## config.mk

```make
export PLATFORM = sky130hd
export DESIGN_NAME = umh_pin_logic
export DESIGN_NICKNAME = d
export VERILOG_FILES = /design/src/design/umh_pkg.sv /design/src/design/umh_pin_logic.sv
export SDC_FILE = /design/constraint.sdc
export NUM_CORES = 1
export LEC_CHECK = 0
export ABC_AREA = 1
export BUFFER_PORTS_ARGS = -buffer_cell sky130_fd_sc_hd__buf_2
export CAP_MARGIN = 20
export CELL_PAD_IN_SITES_DETAIL_PLACEMENT = 0
export CELL_PAD_IN_SITES_GLOBAL_PLACEMENT = 2
export CORE_MARGIN = 2
export CORE_UTILIZATION = 30
export DETAILED_ROUTE_END_ITERATION = 8
export PLACE_DENSITY_LB_ADDON = 0.25
export SLEW_MARGIN = 10
export SYNTH_ARGS = -nofsm -noshare
export SYNTH_HDL_FRONTEND = slang
export SYNTH_SLANG_ARGS = --single-unit
```

## constraint.sdc

```tcl
create_clock -name clock_in -period 3.8 [get_ports clock_in]
set_clock_uncertainty 0.1 [all_clocks]
set_input_delay 0.19 -clock clock_in [delete_from_list [all_inputs] [get_ports clock_in]]
set_output_delay 0.19 -clock clock_in [all_outputs]
set_load 0.01 [all_outputs]
```

## src/design/umh_pkg.sv

```systemverilog
// Shared constants and carrier types for the modem and host pin logic
package umh_pkg;

  // Bus widths
  localparam int ADDR_W = 3;
  localparam int DATA_W = 8;
  localparam int IRQ_W = 4;
  localparam int DIV_W = 16;

  // Register offsets on the host port
  localparam logic [ADDR_W-1:0] OFF_IRQ_STAT = 3'h0;
  localparam logic [ADDR_W-1:0] OFF_IRQ_MASK = 3'h1;
  localparam logic [ADDR_W-1:0] OFF_DIV_LO = 3'h2;
  localparam logic [ADDR_W-1:0] OFF_DIV_HI = 3'h3;
  localparam logic [ADDR_W-1:0] OFF_MODEM_CTRL = 3'h4;
  localparam logic [ADDR_W-1:0] OFF_MODEM_STAT = 3'h6;

  // Modem control field positions
  localparam int CTRL_DTR = 0;
  localparam int CTRL_RTS = 1;
  localparam int CTRL_OUT_A = 2;
  localparam int CTRL_OUT_B = 3;
  localparam int CTRL_LOOP = 4;
  localparam int CTRL_RX_INT = 5;
  localparam int CTRL_W = 6;

  // Modem status field positions
  localparam int MSR_DDSR = 1;
  localparam int MSR_DDCD = 3;
  localparam int MSR_DSR = 5;
  localparam int MSR_DCD = 7;

  // Interrupt status and mask field positions
  localparam int IRQ_RX = 0;
  localparam int IRQ_THR = 1;
  localparam int IRQ_LINE = 2;
  localparam int IRQ_MODEM = 3;

  // Values after reset
  localparam logic [CTRL_W-1:0] CTRL_RST = 6'h00;
  localparam logic [IRQ_W-1:0] IRQ_RST = 4'h0;
  localparam logic [DIV_W-1:0] DIV_RST = 16'h0000;
  localparam logic [DATA_W-1:0] DATA_RST = 8'h00;

  // Receive clock is sixteen times the bit rate
  localparam int RX_OVERSAMPLE = 16;

  // One host bus cycle as seen at the pins
  typedef struct packed {
    logic [ADDR_W-1:0] addr;
    logic [DATA_W-1:0] wdata;
    logic wr;
    logic rd;
    logic cs_a;
    logic cs_b;
    logic cs_c_n;
  } umh_host_req_t;

  // Pins from the modem side, not synchronous to clock_in
  typedef struct packed {
    logic dcd_n;
    logic dsr_n;
    logic rclk;
  } umh_modem_pins_t;

  // Interrupt causes from the serial core, same clock
  typedef struct packed {
    logic line_error;
    logic rx_ready;
    logic rx_timeout;
    logic fifo_mode;
    logic thr_empty;
  } umh_core_evt_t;

endpackage

```

## src/design/umh_pin_logic.sv

```systemverilog
// Host bus, modem handshake, interrupt and clock pin logic
//
// Operation
// RULE1 - Eight-bit tri-state data bus to host
// RULE2 - Status bit 7 shows carrier detect level
// RULE3 - Status bit 3 flags carrier change, interrupts
// RULE4 - Status bit 5 shows data set ready
// RULE5 - Status bit 1 flags ready change, interrupts
// RULE6 - Driver disable high except during reads
// RULE7 - Control bit set drives terminal ready low
// RULE8 - Terminal ready high: reset, loopback, cleared
// RULE9 - Interrupt from four cause groups
// RULE10 - Interrupt drops when serviced or reset
// RULE11 - Master reset clears registers and outputs
// RULE12 - Control bits drive user outputs low
// RULE13 - User outputs high: reset, loopback, cleared
// RULE14 - Receiver timed from sixteen-times clock input
// RULE15 - Host selects with a, b high, c low
// RULE16 - Baud divider makes sixteen-times clock
// RULE17 - Status read clears change flags
// RULE18 - Data drivers off outside selected reads
`timescale 1ns/1ps
`default_nettype none

module umh_pin_logic
(
  input wire logic clock_in,
  input wire logic rst_in,
  input wire umh_pkg::umh_host_req_t host_in,
  input wire umh_pkg::umh_modem_pins_t modem_in,
  input wire umh_pkg::umh_core_evt_t core_in,
  output logic [umh_pkg::DATA_W-1:0] data_out,
  output logic data_oe_out,
  output logic bus_driver_disable_out,
  output logic dtr_n_out,
  output logic user_output_a_n_out,
  output logic user_output_b_n_out,
  output logic irq_out,
  output logic baud_clock_out,
  output logic rx_sample_tick_out,
  output logic rx_bit_tick_out
);

  // Chip decode
  logic selected; // All three selects active
  logic rd_hit; // Selected read strobe
  logic wr_hit; // Selected write strobe

  // Software registers
  logic [umh_pkg::CTRL_W-1:0] modem_control_reg; // Modem control
  logic [umh_pkg::IRQ_W-1:0] mask_reg; // Interrupt enables
  logic [umh_pkg::IRQ_W-1:0] ists_reg; // Sticky causes
  logic [umh_pkg::DIV_W-1:0] div_reg; // Baud divisor
  logic loop_on; // Loopback mode

  // Read path
  logic [umh_pkg::DATA_W-1:0] rdata_reg; // Captured read data
  logic [umh_pkg::DATA_W-1:0] rdata_next; // Value to capture
  logic oe_reg; // Drives bus in answer cycle

  // Modem input synchronisers
  logic dcd_s1_reg; // First stage, carrier
  logic dcd_s2_reg; // Second stage, carrier
  logic dsr_s1_reg; // First stage, ready
  logic dsr_s2_reg; // Second stage, ready
  logic rclk_s1_reg; // First stage, rx clock
  logic rclk_s2_reg; // Second stage, rx clock
  logic rclk_old_reg; // Previous rx clock level

  // Modem status
  logic dcd_now; // Carrier, active high
  logic dsr_now; // Ready, active high
  logic dcd_old_reg; // Carrier one cycle ago
  logic dsr_old_reg; // Ready one cycle ago
  logic dcd_chg; // Carrier changed
  logic dsr_chg; // Ready changed
  logic carrier_change_flag_reg; // Carrier change flag
  logic ddsr_reg; // Ready change flag
  logic msr_read; // Status register read

  // Interrupt causes
  logic [umh_pkg::IRQ_W-1:0] cause; // Cause levels this cycle
  logic [umh_pkg::IRQ_W-1:0] w1c; // Bits written one

  // Baud divider and receive timing
  logic [umh_pkg::DIV_W-1:0] bcnt_reg; // Divider count
  logic baud_tick; // Divider wrapped
  logic rclk_rise; // External rx clock edge
  logic rx_tick; // Chosen receive tick
  logic [3:0] ovs_reg; // Oversample phase

  // Decode the three chip selects
  assign selected = host_in.cs_a & host_in.cs_b & ~host_in.cs_c_n; // RULE15
  assign rd_hit = selected & host_in.rd;
  assign wr_hit = selected & host_in.wr;
  assign loop_on = modem_control_reg[umh_pkg::CTRL_LOOP];

  // Modem control register
  always_ff @(posedge clock_in or posedge rst_in)
  begin
    if (rst_in)
    begin
      modem_control_reg <= umh_pkg::CTRL_RST; // RULE11
    end
    else if (wr_hit && host_in.addr == umh_pkg::OFF_MODEM_CTRL)
    begin
      modem_control_reg <= host_in.wdata[umh_pkg::CTRL_W-1:0];
    end
  end

  // Interrupt mask register
  always_ff @(posedge clock_in or posedge rst_in)
  begin
    if (rst_in)
    begin
      mask_reg <= umh_pkg::IRQ_RST; // RULE11
    end
    else if (wr_hit && host_in.addr == umh_pkg::OFF_IRQ_MASK)
    begin
      mask_reg <= host_in.wdata[umh_pkg::IRQ_W-1:0];
    end
  end

  // Baud divisor, two byte halves
  always_ff @(posedge clock_in or posedge rst_in)
  begin
    if (rst_in)
    begin
      div_reg <= umh_pkg::DIV_RST;
    end
    else if (wr_hit && host_in.addr == umh_pkg::OFF_DIV_LO)
    begin
      div_reg[7:0] <= host_in.wdata;
    end
    else if (wr_hit && host_in.addr == umh_pkg::OFF_DIV_HI)
    begin
      div_reg[15:8] <= host_in.wdata;
    end
  end

  // Two flip-flops on every modem pin
  always_ff @(posedge clock_in or posedge rst_in)
  begin
    if (rst_in)
    begin
      dcd_s1_reg <= 1'b1;
      dcd_s2_reg <= 1'b1;
      dsr_s1_reg <= 1'b1;
      dsr_s2_reg <= 1'b1;
      rclk_s1_reg <= 1'b0;
      rclk_s2_reg <= 1'b0;
    end
    else
    begin
      dcd_s1_reg <= modem_in.dcd_n;
      dcd_s2_reg <= dcd_s1_reg;
      dsr_s1_reg <= modem_in.dsr_n;
      dsr_s2_reg <= dsr_s1_reg;
      rclk_s1_reg <= modem_in.rclk;
      rclk_s2_reg <= rclk_s1_reg;
    end
  end

  // Loopback feeds control bits back as inputs
  always_comb
  begin
    if (loop_on)
    begin
      dcd_now = modem_control_reg[umh_pkg::CTRL_OUT_B];
      dsr_now = modem_control_reg[umh_pkg::CTRL_DTR];
    end
    else
    begin
      dcd_now = ~dcd_s2_reg; // RULE2
      dsr_now = ~dsr_s2_reg; // RULE4
    end
  end

  // Previous levels for change detection
  always_ff @(posedge clock_in or posedge rst_in)
  begin
    if (rst_in)
    begin
      dcd_old_reg <= 1'b0;
      dsr_old_reg <= 1'b0;
    end
    else
    begin
      dcd_old_reg <= dcd_now;
      dsr_old_reg <= dsr_now;
    end
  end

  assign dcd_chg = dcd_now ^ dcd_old_reg; // RULE3
  assign dsr_chg = dsr_now ^ dsr_old_reg; // RULE5
  assign msr_read = rd_hit && host_in.addr == umh_pkg::OFF_MODEM_STAT;

  // Change flags; a new change beats the read clear
  always_ff @(posedge clock_in or posedge rst_in)
  begin
    if (rst_in)
    begin
      carrier_change_flag_reg <= 1'b0;
      ddsr_reg <= 1'b0;
    end
    else
    begin
      if (dcd_chg)
      begin
        carrier_change_flag_reg <= 1'b1; // RULE3
      end
      else if (msr_read)
      begin
        carrier_change_flag_reg <= 1'b0; // RULE17
      end
      if (dsr_chg)
      begin
        ddsr_reg <= 1'b1; // RULE5
      end
      else if (msr_read)
      begin
        ddsr_reg <= 1'b0; // RULE17
      end
    end
  end

  // Cause levels for the four interrupt groups
  always_comb
  begin
    cause = '0;
    cause[umh_pkg::IRQ_RX] = core_in.rx_ready |
      (core_in.rx_timeout & core_in.fifo_mode); // RULE9
    cause[umh_pkg::IRQ_THR] = core_in.thr_empty; // RULE9
    cause[umh_pkg::IRQ_LINE] = core_in.line_error; // RULE9
    cause[umh_pkg::IRQ_MODEM] = dcd_chg | dsr_chg; // RULE3 RULE5
  end

  // Bits the host writes one to clear
  always_comb
  begin
    w1c = '0;
    if (wr_hit && host_in.addr == umh_pkg::OFF_IRQ_STAT)
    begin
      w1c = host_in.wdata[umh_pkg::IRQ_W-1:0];
    end
  end

  // Sticky cause bits; a set beats a clear
  always_ff @(posedge clock_in or posedge rst_in)
  begin
    if (rst_in)
    begin
      ists_reg <= umh_pkg::IRQ_RST; // RULE10
    end
    else
    begin
      ists_reg <= (ists_reg & ~w1c) | cause; // RULE10
    end
  end

  // One level output for unmasked causes
  assign irq_out = |(ists_reg & mask_reg); // RULE9

  // Read data selection
  always_comb
  begin
    rdata_next = umh_pkg::DATA_RST;
    if (host_in.addr == umh_pkg::OFF_IRQ_STAT)
    begin
      rdata_next[umh_pkg::IRQ_W-1:0] = ists_reg;
    end
    else if (host_in.addr == umh_pkg::OFF_IRQ_MASK)
    begin
      rdata_next[umh_pkg::IRQ_W-1:0] = mask_reg;
    end
    else if (host_in.addr == umh_pkg::OFF_DIV_LO)
    begin
      rdata_next = div_reg[7:0];
    end
    else if (host_in.addr == umh_pkg::OFF_DIV_HI)
    begin
      rdata_next = div_reg[15:8];
    end
    else if (host_in.addr == umh_pkg::OFF_MODEM_CTRL)
    begin
      rdata_next[umh_pkg::CTRL_W-1:0] = modem_control_reg;
    end
    else if (host_in.addr == umh_pkg::OFF_MODEM_STAT)
    begin
      rdata_next[umh_pkg::MSR_DCD] = dcd_now; // RULE2
      rdata_next[umh_pkg::MSR_DSR] = dsr_now; // RULE4
      rdata_next[umh_pkg::MSR_DDCD] = carrier_change_flag_reg; // RULE3
      rdata_next[umh_pkg::MSR_DDSR] = ddsr_reg; // RULE5
    end
  end

  // Read answer held for one cycle on the bus
  always_ff @(posedge clock_in or posedge rst_in)
  begin
    if (rst_in)
    begin
      rdata_reg <= umh_pkg::DATA_RST;
      oe_reg <= 1'b0; // RULE11
    end
    else
    begin
      oe_reg <= rd_hit; // RULE18
      if (rd_hit)
      begin
        rdata_reg <= rdata_next; // RULE1
      end
    end
  end

  // Bus pins; driver disable low only while answering
  assign data_out = rdata_reg; // RULE1
  assign data_oe_out = oe_reg; // RULE18
  assign bus_driver_disable_out = ~oe_reg; // RULE6

  // Modem control pins, active low
  always_ff @(posedge clock_in or posedge rst_in)
  begin
    if (rst_in)
    begin
      dtr_n_out <= 1'b1; // RULE8
      user_output_a_n_out <= 1'b1; // RULE13
      user_output_b_n_out <= 1'b1; // RULE13
    end
    else
    begin
      dtr_n_out <=
        ~(modem_control_reg[umh_pkg::CTRL_DTR] & ~loop_on); // RULE7 RULE8
      user_output_a_n_out <=
        ~(modem_control_reg[umh_pkg::CTRL_OUT_A] & ~loop_on); // RULE12 RULE13
      user_output_b_n_out <=
        ~(modem_control_reg[umh_pkg::CTRL_OUT_B] & ~loop_on); // RULE12 RULE13
    end
  end

  // Baud divider; zero divisor stops it
  always_ff @(posedge clock_in or posedge rst_in)
  begin
    if (rst_in)
    begin
      bcnt_reg <= umh_pkg::DIV_RST;
    end
    else if (div_reg == umh_pkg::DIV_RST)
    begin
      bcnt_reg <= umh_pkg::DIV_RST;
    end
    else if (bcnt_reg <= 16'h0001)
    begin
      bcnt_reg <= div_reg; // RULE16
    end
    else
    begin
      bcnt_reg <= bcnt_reg - 16'h0001;
    end
  end

  assign baud_tick = (div_reg != umh_pkg::DIV_RST) &&
    (bcnt_reg <= 16'h0001); // RULE16

  // Edge of the external receive clock
  always_ff @(posedge clock_in or posedge rst_in)
  begin
    if (rst_in)
    begin
      rclk_old_reg <= 1'b0;
    end
    else
    begin
      rclk_old_reg <= rclk_s2_reg;
    end
  end

  assign rclk_rise = rclk_s2_reg & ~rclk_old_reg; // RULE14
  // Receiver takes the pin or the internal divider
  assign rx_tick =
    modem_control_reg[umh_pkg::CTRL_RX_INT] ? baud_tick : rclk_rise;

  // Tick outputs and bit phase counter
  always_ff @(posedge clock_in or posedge rst_in)
  begin
    if (rst_in)
    begin
      baud_clock_out <= 1'b0;
      rx_sample_tick_out <= 1'b0;
      rx_bit_tick_out <= 1'b0;
      ovs_reg <= 4'h0;
    end
    else
    begin
      baud_clock_out <= baud_tick; // RULE16
      rx_sample_tick_out <= rx_tick; // RULE14
      rx_bit_tick_out <= 1'b0;
      if (rx_tick)
      begin
        // Sixteen samples make one bit time
        if (ovs_reg == 4'(umh_pkg::RX_OVERSAMPLE - 1))
        begin
          ovs_reg <= 4'h0;
          rx_bit_tick_out <= 1'b1; // RULE14
        end
        else
        begin
          ovs_reg <= ovs_reg + 4'h1;
        end
      end
    end
  end

endmodule

`default_nettype wire

```

; ---- Word level (Yosys, flattened, before mapping)
; Index checks and enable logic that the tools add are counted.
; W data, S select, Z words.
[classes]
addsub = 2
magnitude_cmp = 1
n_eq_ne = 6
n_mux = 31
n_bitwise = 27
n_reduce_logical = 14
[op_table]
columns = cell, n
row1 = $mux W16, 2
row2 = $mux W4, 6
row3 = $mux W1, 21
row4 = $le A16 B1 Y1 const B, 1
row5 = $logic_not A16 Y1, 1
row6 = $reduce_bool A16 Y1, 1
row7 = $sub A16 B1 Y16 const B, 1
row8 = $not A1 Y1, 10
row9 = $and A1 B1 Y1, 9
row10 = $and A4 B4 Y4, 2
row11 = $mux W8, 1
row12 = $logic_and A1 B1 Y1, 7
row13 = $eq A3 B2 Y1 const B, 2
row14 = $eq A3 B3 Y1 const B, 2
row15 = $mux W6, 1
row16 = $add A4 B1 Y4 const B, 1
row17 = $eq A4 B4 Y1 const B, 1
row18 = $not A4 Y4, 1
row19 = $or A4 B4 Y4, 1
row20 = $reduce_bool A2 Y1, 2
row21 = $reduce_or A4 Y1, 1
row22 = $eq A3 B1 Y1 const B, 1
row23 = $logic_not A3 Y1, 1
row24 = $or A1 B1 Y1, 2
row25 = other kinds (2), 3
[word_totals]
regBits = 76
in_bits = 26
out_inout_bits = 17
elab_cells = 107

; ---- Longest topological paths before layout
; Gate-level depths: netlist of run 1.
[logic_depth]
word_depth = 8
ltp_mapped = 9
ltp_nobuf = 9

; ---- Least setup slack after synthesis of run 1
; OpenSTA, ideal clock, no wires.
[synth_timing]
path_type = register to register
from = register bcnt_reg[0] (netlist name)
to = register bcnt_reg[12] (netlist name)
setup_time_ps = 117
t_arrival_ps = 1343
required_ps = 3583
setup_slack_ps = 2240
stages_incl_launch_ff = 10
n_path_buf = 0
synth_period_minus_slack_ps = 1560
path_cell_list = dfrtp_1 > inv_1 > ha_1 > nand2_2 > nand2_1 > nand3_4 > nand2_4 > inv_4 > o21ai_1 > inv_1
[synth_via]
elab_chain_cells = 3
word_cells_on_any_way = 4
cone_classes = add/sub (1) / order compare (1) / mux (2)
[synth_lines]
columns = item, line_no
row1 = from (decl), umh_pin_logic.sv:86  ; logic [umh_pkg::DIV_W-1:0] bcnt_reg;
row2 = from (signal assigned), umh_pin_logic.sv:345  ; bcnt_reg <= umh_pkg::DIV_RST;
row3 = from (signal assigned), umh_pin_logic.sv:349  ; bcnt_reg <= umh_pkg::DIV_RST;
row4 = from (signal assigned), umh_pin_logic.sv:353  ; bcnt_reg <= div_reg;
row5 = $sub A16 B1 Y16 or $le A16 B1 Y1 (tied branches), "umh_pin_logic.sv:357, umh_pin_logic.sv:351"
row6 = $mux W16 (*), umh_pin_logic.sv:351  ; else if (bcnt_reg <= 16'h0001)
row7 = $mux W16 (*), umh_pin_logic.sv:347  ; else if (div_reg == umh_pkg::DIV_RST)
; Mark *: on every way between the ends. The rest lies on a longest branch, timed or not.
; A chain may end at the register's enable or synchronous reset.

; ---- Final worst setup path of run 1
[layout_timing]
from = register bcnt_reg[0] (netlist name)
to = register bcnt_reg[9] (netlist name)
; The elaborated chain is that of the path after synthesis.

==> results of run 1 <==
-- cells by family (layout without fill, tap and decap cells) --
| group | after synthesis | in the layout | synth area share [%] |
|---|---|---|---|
| AO/OA/AOI/OAI | 74 | 74 | 11.65 |
| XOR/XNOR | 9 | 9 | 2.147 |
| adder cells (fa/ha/maj) | 3 | 3 | 1.022 |
| buffers and inverters | 57 | 120 | 6.337 |
| flip-flops | 76 | 76 | 52.03 |
| AND/OR/NAND/NOR | 221 | 221 | 26.81 |
-- through the flow --
| step | power (mW) | setup slack [ns] |
|---|---|---|
| floorplan | 1.672 | 1.583 |
| global placement | 1.892 | 1.943 |
| detailed placement | 1.891 | 1.931 |
| CTS | 2.749 | 1.915 |
| global route | 2.921 | 1.769 |
| finish | 2.713 | 1.933 |
-- worst min-delay path: stages --
cell and delay (ns):
buf_2 0.09, inv_1 0.08, o21ai_2 0.06
-- layout make-up --
type	instances	share of cell area, %
Multi-Input combinational cell	307	34.67
Clock buffer	11	5.277
Sequential cell	76	43.32
Timing Repair Buffer	51	6.752
Inverter	53	4.596
Tap cell	147	4.170
Clock inverter	5	1.220
-- cells in the mapped netlist (all sizes together) --
cell	number
clkbuf	1
a21boi	1
o21bai	2
a211oi	1
xnor2	3
nor3	3
ha	3
o22ai	5
nand4	6
dfstp	7
and3	1
o211ai	2
nor2	49
or2	1
dfrtp	69
a22oi	1
o21ai	53
a21oi	9
buf	3
xor2	6
nand2	137
inv	53
nand3	24
-- routing by layer --
| layer | part of all wire (%) | vias to the layer above | track usage, % |
|---|---|---|---|
| li1 | - | 1533 | - |
| met2 | 47 | 59 | 25.68 |
| met5 | 0 | - | 0 |
| met4 | 1.5 | 0 | 5.528 |
| met3 | 3.7 | 14 | 3.388 |
| met1 | 48 | 1451 | 22.84 |
-- cell usage in the layout (no fill, tap or decap), types with 9 or more instances in the layout --
| cell | count |
|---|---|
| nand2_1 | 130 |
| dfrtp_1 | 69 |
| inv_1 | 48 |
| nor2_1 | 42 |
| buf_2 | 42 |
| o21ai_0 | 37 |
| nand3_1 | 22 |
| clkbuf_16 | 9 |
-- final timing paths --
check	start	to	slack, ns	cells past startpoint
max	bcnt_reg[0]	bcnt_reg[9]	1.93	9
min	host_in[12]	div_reg[15]	0.02	3
max reg2reg	bcnt_reg[0]	bcnt_reg[9]	1.93	9
min reg2reg	rclk_s1_reg	rclk_s2_reg	0.25	0
max in group asynchronous	rst_in	user_output_a_n_out	2.21	4
min in group asynchronous	rst_in	div_reg[15]	0.46	3
-- where the power goes --
part	switching, mW	internal [mW]
clock network	0.328	0.506
logic	0.487	0.282
registers	0.140	0.970
total	0.955	1.76
==> metrics.md, run 1 <==
| Metric | Value |
|---|---|
| Buffers on Ports | 42 |
| Fill count | 1247 |
| Fin area | 4410 um2 |
| Initial DRC count | 135 |
| Setup Fix Bufs, Post-CTS | 0 |
| CP Capture Type | flop |
| Setup-failing EPs final | 0 |
| Worst Hold Slack | 0.02457 ns |
| Post_cts resized | 0 |
| # clock sinks | 76 |
| Worst vdd ir | 0.2229 mV |
| Seq/Total Area, Yosys | 52.03% |
| # IOs | 43 |
| WP buf/inv | 2 |
| Max-cap violations | 0 |
| Fin Setup TNS | 0 ns |
| Non-Filler Instances | 650 |
| Yosys warns | 0 |
| Floorplan row count | 40 |
| H-tree depth | 3 |
| Total core area | 11960 um2 |
| Chip height | 114.6 um |
| Crit Path Class | flop to flop |
| Max_slew headroom | 40.35% |
| CP max stage cell | dfrtp_1 |
| Largest delay contributor family on the critical path | simple AND/OR/NAND/NOR gates |
| Tightest Pin Transition | 0.8947 ns |
| Die Wd | 114.6 um |
| TritonRoute pass-1 iters | 4 |
| RePlAce Congestion | 0.7738 |
| Multi-input gate area | 1529 um2 |
| DP Area | 4044 um2 |
| CTS root buf | clkbuf_16 |
| Fmax | 0.5355 GHz |
| Final net count | 527 |
| Initial antenna violation count | 0 |
| Mean Syn Cell Area | 8.346 um2 |
| CTS tree | built |
| Largest net degree at the start of global routing | 50 |
| CP most frequent cell | nor2_1 |
| Dpl hpwl | 7302 um |
| Hold Crit Class | input port to flop |
| Hold Fails Final Rpt | 0 |
| Worst Path Max Fanout | 9 |
| N_diodes | 0 |
| Fin util | 36.87% |
| Dpl cells | 626 |
| Die Footprint | 13140 um2 |
| Clk_lat worst skew | 0.33 ns |
| CP arrival | 1.99 ns |
| Vias in the first global route | 3043 |
| #FFs+latches synth | 76 |
| Clock Tree Buf Depth | 2 |
| Drt via density | 4.703 |
| Yosys top cell area share | 47.02% |
| Routed WL per cell | 14.82 um |
| Cell Area, Synth | 3672 um2 |
| Cts bufs inserted | 9 |
| RSZ-0062 raised after global routing | no |
| Initial Util | 30.70% |
| FF/Latch Area | 1911 um2 |
| Worst path cell trace | inv_1 -> ha_1 -> nand2_2 -> nand2_1 -> nand3_4 -> nand2_4 -> inv_4 -> nor2_1 -> nor2_1 |
| Residual DRC | 0 |
| Power density of the placed cells | 615.2 nW/um2 |
| Pleak | 2.231 nW |
| Total track usage | 16.47% |
| Total vias in the final route | 3057 |
| Ranking of synthesized cells by area | dfrtp_1 47%, nand2_1 13%, o21ai_0 5.0%, dfstp_2 5.0%, inv_1 5.0% |
| First-pass GRT wire length | 16420 um |
| Crit path required time | 3.92 ns |
| Final min period | 1.867 ns |
| Syn-to-layout area delta | 20.10% |
| GR Overflow Total | 0 |
| Critical path's largest stage delay | 0.40 ns |
| Post-Route WL | 9636 um |
| Startpoint types | flop |
| Final Cycle Share | 49.14% |
| CTS Hold Bufs | 8 |
| Status | finished, final reports clean |
| Syn_nets | 469 |
| Synth area leader | dfrtp_1 |
| Synth cell types | 37 |
| Antenna-violating nets left | 0 |
| Clock transition at path regs | 0.06 ns |
| Cells after Synth | 440 |
| Share of cells above drive strength 1 | 19.48% |
| Final Max Tran Viols | 0 |
Note: power is estimated with default switching activity, not from simulation.
==> inputs of run 2 (changes only) <==
==> constraint.sdc (replaced) <==
create_clock -name clock_in -period 1.55 [get_ports clock_in]
set_clock_uncertainty 0.1 [all_clocks]
set_input_delay 0.0775 -clock clock_in [delete_from_list [all_inputs] [get_ports clock_in]]
set_output_delay 0.0775 -clock clock_in [all_outputs]
set_load 0.01 [all_outputs]
==> run 2 against run 1 <==
Compared with the run above: the flow now finishes with violations (negative setup slack); flip-flop and latch count unchanged; global-route usage about the same; design area up 15%; worst setup slack worse by 1.9 ns; sequential share of layout area down 5.5 points; maximum frequency up 19%; final cell count up 9.1%; via count up 4.7%.
==> metrics.md, run 2 (synthesized netlist as in run 1, its figures left out) <==
| Metric | Value |
|---|---|
| # clock sinks | 76 |
| Clock Tree Buf Depth | 2 |
| Clk pwr share | 27.8% |
| Final net count | 586 |
| Fmax | 0.6386 GHz |
| Initial DRC count | 197 |
| RePlAce Congestion | 0.7969 |
| Pleak | 2.564 nW |
| Syn-to-layout area delta | 37.65% |
| Fin area | 5055 um2 |
| Vias in the first global route | 3219 |
| Clk_lat worst skew | 0.33 ns |
| Final Cycle Share | 101.0% |
| Combinational cell fraction of total power | 37.4% |
| Worst Path Max Fanout | 4 |
| Total vias in the final route | 3201 |
| Max_slew headroom | 69.77% |
| Initial antenna violation count | 0 |
| Total power | 7.762 mW |
| Cts bufs inserted | 9 |
| Crit path required time | 1.67 ns |
| R2r setup slk | -0.02 ns |
| Worst vdd ir | 0.5215 mV |
| CTS root buf | clkbuf_16 |
| CP arrival | 1.68 ns |
| Hold path start | host_in[6] |
| Tightest Pin Transition | 0.4487 ns |
| Worst hold stages | 3 |
| Total track usage | 16.48% |
| Share of cells above drive strength 1 | 32.92% |
| Switching power | 2.709 mW |
| GR Overflow Total | 0 |
| Max-cap violations | 0 |
| # IOs | 43 |
| Fill count | 1197 |
| N_diodes | 0 |
| Die Footprint | 13140 um2 |
| Largest net degree at the start of global routing | 69 |
| Failing checks | negative setup slack |
| Die Wd | 114.6 um |
| Clock transition at path regs | 0.06 ns |
| TritonRoute pass-1 iters | 6 |
| Seq pwr share | 34.8% |
| Post-Route WL | 9971 um |
| Startpoint types | flop |
| DP Area | 4452 um2 |
| Hold endpoint | div_reg[9] |
| Hold Fails Final Rpt | 0 |
| RSZ-0062 raised after global routing | yes |
| Fin Setup TNS | -0.01588 ns |
| Commonest non-fill, non-tap cell in the layout | nand2_1 |
| Antenna-violating nets left | 0 |
| Initial Util | 30.70% |
| Residual DRC | 0 |
| Hold Crit Class | input port to flop |
| Pint | 5.053 mW |
| Power density of the placed cells | 1535 nW/um2 |
| CTS tree | built |
| CP Capture Type | flop |
| Final min period | 1.566 ns |
| Sw frac | 34.90% |
| Setup WS post-layout | -0.01588 ns |
| First-pass GRT wire length | 16550 um |
| Fin util | 42.26% |
| Worst R2R Start | bcnt_reg[0] |
| H-tree depth | 3 |
| Total core area | 11960 um2 |
| Status | finished, violations left |
| Most frequent cells in the layout | 122 x nand2_1, 68 x dfrtp_1, 51 x buf_4, 46 x inv_1, 42 x buf_2 |
| Drt via density | 4.515 |
| Final Max Tran Viols | 0 |
| Chip height | 114.6 um |
| Setup-failing EPs final | 1 |
| Crit Path Class | flop to flop |
| Buffers on Ports | 42 |
| Dpl hpwl | 7530 um |
| Worst reg2reg path depth | 10 |
| R2R Path End | bcnt_reg[12] |
| Routed WL per cell | 14.06 um |
| Floorplan row count | 40 |
==> run 2: area by class of cell <==
class | count | area [um2] | area share (%)
clock buffer | 11 | 252.7 | 5.000
timing repair buffer | 110 | 778.2 | 15.40
tap | 147 | 183.9 | 3.639
clock inverter | 5 | 60.06 | 1.188
inverter | 53 | 205.2 | 4.059
multi-input combinational | 307 | 1663 | 32.90
sequential | 76 | 1912 | 37.82
==> run 2: stage by stage <==
step | cells | worst slack [ns] | hold WS, ns
after floorplan | 440 | -0.001896 | -0.01802
after global placement | 678 | -0.04743 | -0.07017
after detailed placement | 678 | -0.07875 | -0.06619
after CTS | 706 | -0.01430 | 0.005669
after global routing | 709 | -0.08850 | 0.03428
final | 709 | -0.01588 | 0.002044
==> run 2: routing by layer <==
metal | vias to the layer above | GRT usage [%] | wire [um]
li1 | 1656 | - | -
met1 | 1499 | 22.74 | 4805
met2 | 38 | 26.79 | 4843
met3 | 8 | 2.859 | 219
met4 | 0 | 4.390 | 103
met5 | - | 0 | 0
==> run 2: power groups by stage <==
stage	Sequential [mW]	Clock, mW	Combinational (mW)
after global routing	2.76	2.34	3.25
after global placement	2.68	0	2.54
after floorplan	2.67	0	1.43
final	2.70	2.16	2.90
after detailed placement	2.70	0	2.52
after CTS	2.69	2.23	2.67
==> run 2: how the worst max path moves through the flow <==
stage / to / startpoint / slack (ns) / cells after the start
floorplan: ovs_reg[1] / bcnt_reg[0] / -0.002 / 9
global placement: bcnt_reg[12] / bcnt_reg[0] / -0.05 / 10
detailed placement: bcnt_reg[12] / bcnt_reg[1] / -0.08 / 10
CTS: bcnt_reg[8] / bcnt_reg[1] / -0.01 / 7
global route: bcnt_reg[8] / bcnt_reg[1] / -0.09 / 7
finish: bcnt_reg[12] / bcnt_reg[0] / -0.02 / 10
==> run 2: what timing repair did <==
item	in CTS	in global routing
setup endpoints to repair	14	22
hold endpoints to repair	82	0
pin swaps	2	7
setup buffers	0	3
hold buffers	12	0
resized for setup	15	31
==> run 2: worst max-delay path, stage by stage, from the launching register on <==
cell and delay, ns:
dfrtp_1 0.40, inv_2 0.09, ha_4 0.15, nand2_4 0.08, nor2_4 0.17, buf_6 0.12
nand3_2 0.04, nand2_1 0.07, nand3_2 0.07, o21ai_1 0.09, inv_1 0.06
